File: config.mk
export PLATFORM = sky130hd
export DESIGN_NAME = ckr_clock_reset
export DESIGN_NICKNAME = d
export VERILOG_FILES = /design/src/inc/ckr_pkg.sv /design/src/design/ckr_sync.sv /design/src/design/ckr_clk_switch.sv /design/src/design/ckr_clock_reset.sv
export SDC_FILE = /design/constraint.sdc
export NUM_CORES = 1
export LEC_CHECK = 0
export BUFFER_PORTS_ARGS = -buffer_cell sky130_fd_sc_hd__buf_2
export CAP_MARGIN = 5
export CORE_UTILIZATION = 45
export CTS_CLUSTER_SIZE = 16
export DETAILED_ROUTE_END_ITERATION = 10
export GPL_TIMING_DRIVEN = 0
export PLACE_DENSITY_LB_ADDON = 0.3
export SKIP_CTS_REPAIR_TIMING = 1
export SYNTH_ARGS = -nofsm -noshare
export SYNTH_HDL_FRONTEND = slang
export SYNTH_SLANG_ARGS = --single-unit
File: constraint.sdc
create_clock -name clk -period 2.11 [get_ports clk]
set_input_delay 0.422 -clock clk [delete_from_list [all_inputs] [get_ports clk]]
set_output_delay 0.422 -clock clk [all_outputs]
set_load 0.02 [all_outputs]
File: src/inc/ckr_pkg.sv
/*
 * Constants and types for the clock select and reset flag block.
 * Assumes 8-bit register file addressing and a 25 MHz block clock.
 */
package ckr_pkg;

    localparam logic [7:0] CLOCK_FLAGS_ADDR       = 8'hF2;
    localparam logic [7:0] PLL_CONFIGURATION_ADDR = 8'hF6;

    // Field positions in clock_flags
    localparam int STOP_FLAG_BIT  = 7;
    localparam int WDG_FLAG_BIT   = 6;
    localparam int SOFT_FLAG_BIT  = 5;
    localparam int OSC_STOP_BIT   = 4;
    localparam int DIV16_BIT      = 3;
    localparam int ALT_STATUS_BIT = 2;
    localparam int PLL_LOCK_BIT   = 1;
    localparam int PLL_SEL_BIT    = 0;

    // Field positions in pll_configuration
    localparam int MULT_LSB = 4;
    localparam int MULT_MSB = 5;
    localparam int DIV_LSB  = 0;
    localparam int DIV_MSB  = 2;

    localparam logic [7:0] CLOCK_FLAGS_RESET = 8'h08;
    localparam logic [1:0] MULT_RESET        = 2'h0;
    localparam logic [2:0] DIV_PLL_OFF       = 3'h7;
    localparam logic [7:0] READ_ZERO         = 8'h00;

    // Multiplier codes and factors
    localparam logic [1:0] MULT_CODE_X14 = 2'h2;
    localparam logic [1:0] MULT_CODE_X10 = 2'h0;
    localparam logic [1:0] MULT_CODE_X8  = 2'h3;
    localparam logic [3:0] FACTOR_14     = 4'hE;
    localparam logic [3:0] FACTOR_10     = 4'hA;
    localparam logic [3:0] FACTOR_8      = 4'h8;
    localparam logic [3:0] FACTOR_6      = 4'h6;
    localparam logic [2:0] DIV_STEP      = 3'h1;

    // Timing
    localparam int CLK_PERIOD_NS       = 40;
    localparam int SWITCH_GUARD_NS     = 80;
    localparam int SWITCH_GUARD_CYCLES =
        (SWITCH_GUARD_NS + CLK_PERIOD_NS - 1) / CLK_PERIOD_NS;
    localparam logic [2:0] GUARD_LOAD  = 3'(SWITCH_GUARD_CYCLES);
    localparam logic [2:0] GUARD_DONE  = 3'h0;
    localparam logic [2:0] GUARD_STEP  = 3'h1;

    localparam int SYNC_WIDTH  = 2;
    localparam int SRC_COUNT   = 4;

    typedef enum logic [1:0] {
        SRC_MAIN       = 2'b00,
        SRC_MAIN_DIV16 = 2'b01,
        SRC_PLL        = 2'b10,
        SRC_ALT        = 2'b11
    } ckr_src_t;

    typedef enum logic [1:0] {
        SW_RUN  = 2'b00,
        SW_DROP = 2'b01
    } ckr_sw_state_t;

endpackage

File: src/design/ckr_sync.sv
/*
 * Two-flop synchroniser for the asynchronous status inputs.
 * Assumes inputs are levels that stay stable for several clocks.
 */
`timescale 1ns/10ps
module ckr_sync
    import ckr_pkg::*;
(
    input  wire logic                  clk,
    input  wire logic                  rst,
    input  wire logic                  clk_en,
    input  wire logic [SYNC_WIDTH-1:0] async_in,
    output logic      [SYNC_WIDTH-1:0] sync_out
);

    logic [SYNC_WIDTH-1:0] meta_ff;
    logic [SYNC_WIDTH-1:0] sync_ff;

    genvar i;
    generate
        for (i = 0; i < SYNC_WIDTH; i++) begin : g_bit
            always_ff @(posedge clk or posedge rst) begin
                if (rst) begin
                    meta_ff[i] <= 1'b0;
                    sync_ff[i] <= 1'b0;
                end else if (clk_en) begin
                    meta_ff[i] <= async_in[i];
                    sync_ff[i] <= meta_ff[i];
                end
            end
        end
    endgenerate

    assign sync_out = sync_ff;

endmodule

File: src/design/ckr_clk_switch.sv
/*
 * Break-before-make selector for the system clock gates.
 * Assumes the gate enables drive latch-based clock gates downstream.
 */
`timescale 1ns/10ps
module ckr_clk_switch
    import ckr_pkg::*;
(
    input  wire logic                 clk,
    input  wire logic                 rst,
    input  wire logic                 clk_en,
    input  wire ckr_src_t             src_req,
    output ckr_src_t                  src_cur,
    output logic      [SRC_COUNT-1:0] gate_en,
    output logic                      switching
);

    ckr_sw_state_t             state_ff;
    ckr_sw_state_t             nxt_state;
    ckr_src_t                  cur_ff;
    ckr_src_t                  nxt_cur;
    logic          [2:0]       guard_ff;
    logic          [2:0]       nxt_guard;
    logic          [SRC_COUNT-1:0] gate_ff;

    // All gates closed for the guard time, so no runt pulse escapes
    always_comb begin
        nxt_state = state_ff;
        nxt_cur   = cur_ff;
        nxt_guard = guard_ff;
        case (state_ff)
            SW_RUN: begin
                if (src_req != cur_ff) begin
                    nxt_state = SW_DROP;
                    nxt_guard = GUARD_LOAD;
                end
            end
            SW_DROP: begin
                if (guard_ff == GUARD_DONE) begin
                    nxt_state = SW_RUN;
                    nxt_cur   = src_req;
                end else begin
                    nxt_guard = guard_ff - GUARD_STEP;
                end
            end
            default: begin
                nxt_state = SW_RUN;
            end
        endcase
    end

    always_ff @(posedge clk or posedge rst) begin
        if (rst) begin
            state_ff <= SW_RUN;
            cur_ff   <= SRC_MAIN;
            guard_ff <= GUARD_DONE;
        end else if (clk_en) begin
            state_ff <= nxt_state;
            cur_ff   <= nxt_cur;
            guard_ff <= nxt_guard;
        end
    end

    genvar i;
    generate
        for (i = 0; i < SRC_COUNT; i++) begin : g_gate
            always_ff @(posedge clk or posedge rst) begin
                if (rst) begin
                    gate_ff[i] <= (i == int'(SRC_MAIN));
                end else if (clk_en) begin
                    gate_ff[i] <= (nxt_state == SW_RUN) &&
                                  (int'(nxt_cur) == i);
                end
            end
        end
    endgenerate

    assign src_cur   = cur_ff;
    assign gate_en   = gate_ff;
    assign switching = (state_ff == SW_DROP);

endmodule

File: src/design/ckr_clock_reset.sv
/*
 * Clock source selection, PLL configuration and reset cause flags.
 * Assumes rst is the pin/power-on reset, register file strobes and
 * core events are on clk, the alternate clock and PLL lock are async.
 */
`timescale 1ns/10ps
// Contract
// - Stop flag set by hardware on stop, cleared only by software; here an internal reset also clears it.
// - Watchdog flag read-only, set by watchdog reset; register reads 48h.
// - Software flag read-only, set by HALT reset; register reads 28h.
// - Pin or power-on reset clears both cause flags; reads 08h.
// - Oscillator stops when stop enable set and alternate clock active.
// - Writing 1 to stop enable pends, reads 0 until alternate runs.
// - Writing 0 to stop enable cancels any pending request.
// - Div16 bit 0 gives main/16 and PLL off; toggles raise interrupt.
// - Alternate status set only when alternate clock present and chosen.
// - Lock bit reads PLL locked; unlocked PLL cannot be selected.
// - PLL select cleared: divider 111, crystal stop, low-power WFI, div16 0.
// - PLL select 0 picks main clock, 1 picks PLL output.
// - Alternate clock beats everything; div16 clear beats PLL select.
// - Multiplier codes 10,00,11,01 give 14,10,8,6.
// - Divider code n divides by n+1; 111 is PLL off and reset.
// - Reset on pin, enabled HALT, or watchdog end of count.
// - Pin reset overrides all, loads reset values, weak pull-ups on pins.
// - Reset acts asynchronously the moment the pin goes low; here rst is active high.
// - Watchdog timeout resets device without driving the reset pin.
// - With watchdog enabled, HALT leaves the oscillator running.
// - HALT stop holds oscillator clock high until an external reset.
// - Alternate select request only takes effect with clock on its pin.
// - Leaving stop raises interrupt and sets stop flag.
module ckr_clock_reset
    import ckr_pkg::*;
(
    input  wire logic       clk,
    input  wire logic       rst,
    input  wire logic       clk_en,
    input  wire logic [7:0] reg_addr,
    input  wire logic       reg_wr,
    input  wire logic       reg_rd,
    input  wire logic [7:0] reg_wdata,
    output logic      [7:0] reg_rdata,
    input  wire logic       halt_exec,
    input  wire logic       wfi_exec,
    input  wire logic       wfi_active,
    input  wire logic       low_power_wfi_enable,
    input  wire logic       wfi_clock_select,
    input  wire logic       alternate_clock_select,
    input  wire logic       software_reset_enable,
    input  wire logic       watchdog_mode_enable,
    input  wire logic       watchdog_timeout,
    input  wire logic       stop_exit,
    input  wire logic       alternate_clock_pin_active,
    input  wire logic       pll_lock_raw,
    output logic            internal_reset,
    output logic            io_weak_pullup,
    output logic            oscillator_enable,
    output logic            oscillator_clock_hold_high,
    output logic            pll_enable,
    output logic      [1:0] pll_multiplier_field,
    output logic      [2:0] pll_divider_field,
    output logic      [3:0] pll_multiply_by,
    output logic      [2:0] pll_divide_by,
    output ckr_src_t        sys_clk_source,
    output logic      [3:0] sys_clk_gate,
    output logic            clock_switching,
    output logic            clock_irq
);

    function automatic logic hit(input logic [7:0] a,
                                 input logic [7:0] target);
        hit = (a == target);
    endfunction

    function automatic logic [3:0] mult_factor(input logic [1:0] code);
        case (code)
            MULT_CODE_X14: mult_factor = FACTOR_14;
            MULT_CODE_X10: mult_factor = FACTOR_10;
            MULT_CODE_X8:  mult_factor = FACTOR_8;
            default:       mult_factor = FACTOR_6;
        endcase
    endfunction

    logic       stop_flag_ff;
    logic       wdg_flag_ff;
    logic       soft_flag_ff;
    logic       osc_stop_ff;
    logic       osc_pend_ff;
    logic       div16_ff;
    logic       pll_sel_ff;
    logic [1:0] mult_ff;
    logic [2:0] div_ff;
    logic       halted_ff;
    logic       alt_status_ff;
    logic       irq_ff;
    logic       int_reset_ff;
    logic       pullup_ff;
    logic       osc_en_ff;
    logic       pll_en_ff;
    logic [7:0] rdata_ff;

    logic [SYNC_WIDTH-1:0] async_raw;
    logic [SYNC_WIDTH-1:0] async_sync;
    ckr_src_t              src_req;

    // Both level inputs come from outside this clock domain
    assign async_raw = {pll_lock_raw, alternate_clock_pin_active};

    ckr_sync u_sync (
        .clk      (clk),
        .rst      (rst),
        .clk_en   (clk_en),
        .async_in (async_raw),
        .sync_out (async_sync)
    );

    wire alt_present = async_sync[0];
    wire pll_lock_s  = async_sync[1];

    // Register file decode
    wire wr_flags = reg_wr & hit(reg_addr, CLOCK_FLAGS_ADDR);
    wire wr_pllc  = reg_wr & hit(reg_addr, PLL_CONFIGURATION_ADDR);
    wire rd_flags = hit(reg_addr, CLOCK_FLAGS_ADDR);
    wire rd_pllc  = hit(reg_addr, PLL_CONFIGURATION_ADDR);

    // Reset sources; watchdog wins if both fire together
    wire wdg_reset  = watchdog_mode_enable & watchdog_timeout;
    wire soft_reset = halt_exec & software_reset_enable &
                      ~wdg_reset;
    wire int_reset  = wdg_reset | soft_reset;
    // Watchdog keeps the oscillator alive so a stray HALT cannot kill it
    wire halt_stop  = halt_exec & ~software_reset_enable &
                      ~watchdog_mode_enable;

    // Alternate clock request and status
    wire lp_wfi      = wfi_active & low_power_wfi_enable;
    wire alt_request = alternate_clock_select |
                       (lp_wfi & wfi_clock_select);
    wire nxt_alt_status = alt_request & alt_present;

    // Crystal runs unless halted or, with stop enable set, replaced by a live alternate clock
    wire osc_run = ~halted_ff &
                   ~(osc_stop_ff & alt_status_ff);

    // Oscillator stop enable: pending until alternate is running
    wire promote = osc_pend_ff & alt_status_ff;
    wire nxt_osc_pend = int_reset ? 1'b0 :
                        wr_flags  ? reg_wdata[OSC_STOP_BIT] :
                        promote   ? 1'b0 : osc_pend_ff;
    wire nxt_osc_stop = int_reset ? 1'b0 :
        (wr_flags & ~reg_wdata[OSC_STOP_BIT]) ? 1'b0 :
        promote ? 1'b1 : osc_stop_ff;

    // Divide-by-16 select
    wire div16_toggle = wr_flags &
                        (reg_wdata[DIV16_BIT] != div16_ff);
    wire nxt_div16 = int_reset ? CLOCK_FLAGS_RESET[DIV16_BIT] :
                     wr_flags  ? reg_wdata[DIV16_BIT] : div16_ff;
    // Low-power WFI forces the slow clock, the bit is left alone
    wire eff_div16 = ~div16_ff | lp_wfi;

    // PLL runs only with div16 clear of force, divider not 111
    wire pll_on = div16_ff & (div_ff != DIV_PLL_OFF) &
                  ~lp_wfi & osc_run;
    wire pll_locked = pll_lock_s & pll_on;

    // Drop the PLL first so an unlocked PLL never clocks the core
    wire pll_sel_clear = int_reset |
        (wr_pllc & (reg_wdata[DIV_MSB:DIV_LSB] == DIV_PLL_OFF)) |
        ~osc_run |
        (wfi_exec & low_power_wfi_enable) |
        (wr_flags & ~reg_wdata[DIV16_BIT]);
    // Setting is refused while the PLL is not locked
    wire nxt_pll_sel = pll_sel_clear ? 1'b0 :
        wr_flags ? (reg_wdata[PLL_SEL_BIT] & pll_locked) :
        pll_sel_ff;
    wire use_pll = pll_sel_ff & pll_locked;

    // Alternate beats div16, div16 beats PLL select
    assign src_req = alt_status_ff ? SRC_ALT :
                     eff_div16     ? SRC_MAIN_DIV16 :
                     use_pll       ? SRC_PLL : SRC_MAIN;

    // Set wins over a software clear in the same cycle
    wire nxt_stop_flag = stop_exit |
        (stop_flag_ff & ~(wr_flags & ~reg_wdata[STOP_FLAG_BIT]));

    wire nxt_irq = div16_toggle | stop_exit |
                   (nxt_alt_status != alt_status_ff);

    wire [7:0] flags_view = {stop_flag_ff, wdg_flag_ff, soft_flag_ff,
                             osc_stop_ff, div16_ff, alt_status_ff,
                             pll_locked, pll_sel_ff};
    wire [7:0] pllc_view  = {2'h0, mult_ff, 1'h0, div_ff};
    wire [7:0] nxt_rdata  = rd_flags ? flags_view :
                            rd_pllc  ? pllc_view : READ_ZERO;

    // Each internal reset reloads both cause flags with its own cause; the pin clears them
    always_ff @(posedge clk or posedge rst) begin
        if (rst) begin
            wdg_flag_ff  <= CLOCK_FLAGS_RESET[WDG_FLAG_BIT];
            soft_flag_ff <= CLOCK_FLAGS_RESET[SOFT_FLAG_BIT];
            halted_ff    <= 1'b0;
        end else if (clk_en) begin
            if (int_reset) begin
                wdg_flag_ff  <= wdg_reset;
                soft_flag_ff <= soft_reset;
            end
            // Only the pin reset wakes a halted crystal
            if (halt_stop) begin
                halted_ff <= 1'b1;
            end
        end
    end

    // Pin reset overrides every other source
    always_ff @(posedge clk or posedge rst) begin
        if (rst) begin
            stop_flag_ff <= CLOCK_FLAGS_RESET[STOP_FLAG_BIT];
            osc_stop_ff  <= CLOCK_FLAGS_RESET[OSC_STOP_BIT];
            osc_pend_ff  <= 1'b0;
            div16_ff     <= CLOCK_FLAGS_RESET[DIV16_BIT];
            pll_sel_ff   <= CLOCK_FLAGS_RESET[PLL_SEL_BIT];
            alt_status_ff <= CLOCK_FLAGS_RESET[ALT_STATUS_BIT];
        end else if (clk_en) begin
            stop_flag_ff <= int_reset ? 1'b0 : nxt_stop_flag;
            osc_stop_ff  <= nxt_osc_stop;
            osc_pend_ff  <= nxt_osc_pend;
            div16_ff     <= nxt_div16;
            pll_sel_ff   <= nxt_pll_sel;
            alt_status_ff <= nxt_alt_status;
        end
    end

    always_ff @(posedge clk or posedge rst) begin
        if (rst) begin
            mult_ff <= MULT_RESET;
            div_ff  <= DIV_PLL_OFF;
        end else if (clk_en) begin
            if (int_reset) begin
                mult_ff <= MULT_RESET;
                div_ff  <= DIV_PLL_OFF;
            end else if (wr_pllc) begin
                mult_ff <= reg_wdata[MULT_MSB:MULT_LSB];
                div_ff  <= reg_wdata[DIV_MSB:DIV_LSB];
            end
        end
    end

    // Internal reset is a pulse to the core; no pin is driven
    always_ff @(posedge clk or posedge rst) begin
        if (rst) begin
            int_reset_ff <= 1'b0;
            pullup_ff    <= 1'b1;
            irq_ff       <= 1'b0;
        end else if (clk_en) begin
            int_reset_ff <= int_reset;
            pullup_ff    <= int_reset;
            irq_ff       <= nxt_irq;
        end
    end

    // Read data held until the next strobe
    always_ff @(posedge clk or posedge rst) begin
        if (rst) begin
            osc_en_ff <= 1'b1;
            pll_en_ff <= 1'b0;
            rdata_ff  <= READ_ZERO;
        end else if (clk_en) begin
            osc_en_ff <= osc_run;
            pll_en_ff <= pll_on;
            if (reg_rd) begin
                rdata_ff <= nxt_rdata;
            end
        end
    end

    ckr_clk_switch u_switch (
        .clk       (clk),
        .rst       (rst),
        .clk_en    (clk_en),
        .src_req   (src_req),
        .src_cur   (sys_clk_source),
        .gate_en   (sys_clk_gate),
        .switching (clock_switching)
    );

    assign reg_rdata                  = rdata_ff;
    assign internal_reset             = int_reset_ff;
    assign io_weak_pullup             = pullup_ff;
    assign oscillator_enable          = osc_en_ff;
    assign oscillator_clock_hold_high = ~osc_en_ff;
    assign pll_enable                 = pll_en_ff;
    assign pll_multiplier_field       = mult_ff;
    assign pll_divider_field          = div_ff;
    assign pll_multiply_by            = mult_factor(mult_ff);
    assign pll_divide_by              = div_ff + DIV_STEP;
    assign clock_irq                  = irq_ff;

endmodule

==> results.md <==
- Status: finished with violations
- Failing checks: DRC
- Sequential area share after synthesis: 49.9%
- Final Hold Fails: 0
- Worst-path fanout max: 5
- Place WS: 0.237 ns
- Mean Syn Cell Area: 10.7 sq um
- Synth area leader: dfrtp_1
- I/O Buffers: between 60 and 70
- CP required: about 2.3 ns
- Initial drt markers: between 100 and 150
- Row Count: 24
- CTS H-tree lvls: 2
- Hold/Removal Path Class: input pin to asynchronous set/reset pin
- Die width: between 70 and 80 um
- Drt wl/cell: 14.5 um
- Overall global routing resource usage: between 20% and 30%
- Commonest cells after routing, fill and taps aside: 65 x buf_2, 35 x dfrtp_1, 18 x inv_1, 16 x o21ai_0, 15 x nand2_1
- Ys async rst share: between 90% and 100%
- Core Area: between 4000 and 5000 sq um
- Slew HR: 42.9%
- # diodes: 0
- Initial DRT Pass Iterations: 7
- Met1 usage: about 28%
- Largest net degree at the start of global routing: 43
- Post-Synthesis Cell Area: ~2100 sq um
- Remaining antenna violation count: 0
- Most common cell after layout, fill and taps aside: buf_2
- CTS tree: done
- GRT busiest layer: met2
- RSZ-0062 raised after global routing: no
- Seq cells post-synth: 42
- Num CTS Buffers: 5
- Later-pin clock latency in the skew report: roughly 0.29 ns
- Synth Flop Type: dfrtp_1
- Fill cells: 403
- Critical path arrival: around 2.1 ns
- Grt total ovfl: 0
- Max-slew violation count: 0
- Synth top area share: approximately two fifths
- Clock Path Buffers: 2
- Syn_nets: between 200 and 250
- Netlist cell types: between 50 and 60
- Post-route setup slack: about 0.21 ns
- Root Driver: clkbuf_8
- Max-cap viol count: 0
- Min cycle time layout: about 1.9 ns
- Grt met3 use: approximately 4.4%
- Initial core utilization: ~48%
- Via count: 1707
- Post-synth EDFFs: 0
- Worst setup EP type: register
- DRT Wirelength: roughly 4700 um
- Least-Margin Pin Slew: 0.855 ns
- Met2 Use GR: 30.6%
- Crit share post-route: between 80 and 90%
- Vias in the first global route: about 1500
- Pleak: approximately 0.0013 uW
- Clock sinks: 42
- Layout Skew: around 0.0066 ns
- Ports: 66
- Yosys warning count: 0
- Fraction of layout cells with a size suffix above 1: about 36%
- Chip height: approximately 71 um
- Class of the most critical setup path: register to register
- Main area contributors after synthesis: dfrtp_1 41%, dfstp_2 8.7%, o21ai_0 3.8%
- Setup TNS: 0 ns
- Initial antenna violation count: 0
- Clock Pin Slew Worst Setup and Hold Paths: around 0.070 ns
- VDD IR max: around 0.00050 V
- DR DRC count: 16
- Setup Viol. Count Final: 0
- Area delta synth->final: 21.7%
- Max Freq: between 0.5 and 0.6 GHz
- Post-detail-place hpwl: around 3500 um
- Final Wtd Congestion: roughly 0.83
- P per Cell Area: 865 nW/um^2
- Die area: ~5000 sq um
- Routed vias/inst: about 5.3
- Mapped Cells: slightly below 200
- Worst setup SP type: register
- Wire length of the first global-routing pass: between 7000 and 8000 um
- # nets final: 307
==> cells in the mapped netlist (2+ instances only) <==
library cell / count
ha_1: 6
o21a_1: 3
dfrtp_1: 35
mux2i_1: 5
o2bb2ai_1: 3
a21oi_1: 8
xnor2_1: 2
a32o_1: 2
nand2b_1: 3
nand3_1: 4
nor3_1: 3
o22a_1: 3
a31oi_4: 2
dfstp_2: 7
nand2_1: 15
a31oi_1: 2
nand4_1: 4
mux2_2: 6
o21ai_0: 16
inv_1: 19
nor2_1: 12
nor2b_1: 3
buf_2: 2
and3_1: 4
a22o_1: 3
==> through the flow <==
stage	instance area [sq um]	utilization [%]	hold WS [ns]	instances	power (uW)
6_report	2590	58.2	0.304	321	2240
5_1_grt	2590	58.2	0.367	321	2390
4_1_cts	2590	58.2	0.337	321	2260
3_5_place_dp	2510	56.4	0.472	313	1780
3_3_place_gp	2510	56.4	0.460	313	1750
2_1_floorplan	2130	-	0.450	198	1570
==> flip-flops by register name (all words and copies together) (netlist names), 3 cells and up <==
register / flops
u_switch.gate_en: 4
pll_divider_field: 3
u_switch.guard_ff: 3
reg_rdata: 8
==> worst paths after layout <==
kind	endpoint	slack (ns)	depth (start not counted)	startpoint
setup reg to reg	u_switch.gate_en[0]$_DFFE_PP1P_	0.21	7	pll_divider_field[0]$_DFFE_PP1P_
max in group asynchronous	u_switch.src_cur[0]$_DFFE_PP0P_	1.26	2	rst
hold reg to reg	reg_rdata[0]$_DFFE_PP0P_	0.48	2	reg_rdata[0]$_DFFE_PP0P_
min in group clk	u_sync.meta_ff[0]$_DFFE_PP0P_	0.37	2	alternate_clock_pin_active
setup / recovery	u_switch.gate_en[0]$_DFFE_PP1P_	0.21	7	pll_divider_field[0]$_DFFE_PP1P_
hold / removal	u_switch.guard_ff[0]$_DFFE_PP0P_	0.30	2	rst
==> power by group <==
part | switching (uW) | total [uW] | leakage (uW) | internal (uW)
Clock | 243 | 478 | 0.0000395 | 235
Sequential | 99.4 | 1030 | 0.000518 | 935
Combinational | 425 | 725 | 0.000729 | 300
Total | 767 | 2240 | 0.00129 | 1470
==> routing by layer <==
metal,vias to the layer above,routed length [um]
met1,805,2190
met3,7,235
met5,-,0
met4,0,70
li1,837,-
met2,58,2170
==> kinds of logic (layout without fill, tap and decap cells) <==
family	after synthesis	in the layout	synth area share, %
adders and majority gates	6	6	3.53
xor gates and xnor gates	4	4	2.88
AOI/OAI and AO/OA	53	53	19.2
other	1	1	0.176
and+or+nand+nor	56	56	14.0
buffers and inverters	25	96	4.77
muxes	11	11	5.53
DFF	42	42	49.9
==> final cells by class <==
cell class	count	area, sq um	share of cell area, %
multi-input combinational	131	965	37.3
sequential	42	1060	41.0
inverter	19	71.3	2.76
clock buffer	8	80.1	3.10
tap	52	65.1	2.52
buffer	6	30.0	1.16
timing repair buffer	63	315	12.2
==> worst max-delay path, cell delays in order, from the launching register on <==
cell and delay [ns]:
dfstp_2 0.57, ha_1 0.16, ha_1 0.15, inv_1 0.10
a31oi_4 0.19, xor2_2 0.21, a31oi_4 0.14, o32ai_2 0.27
Power figures use the tool's default switching activity.
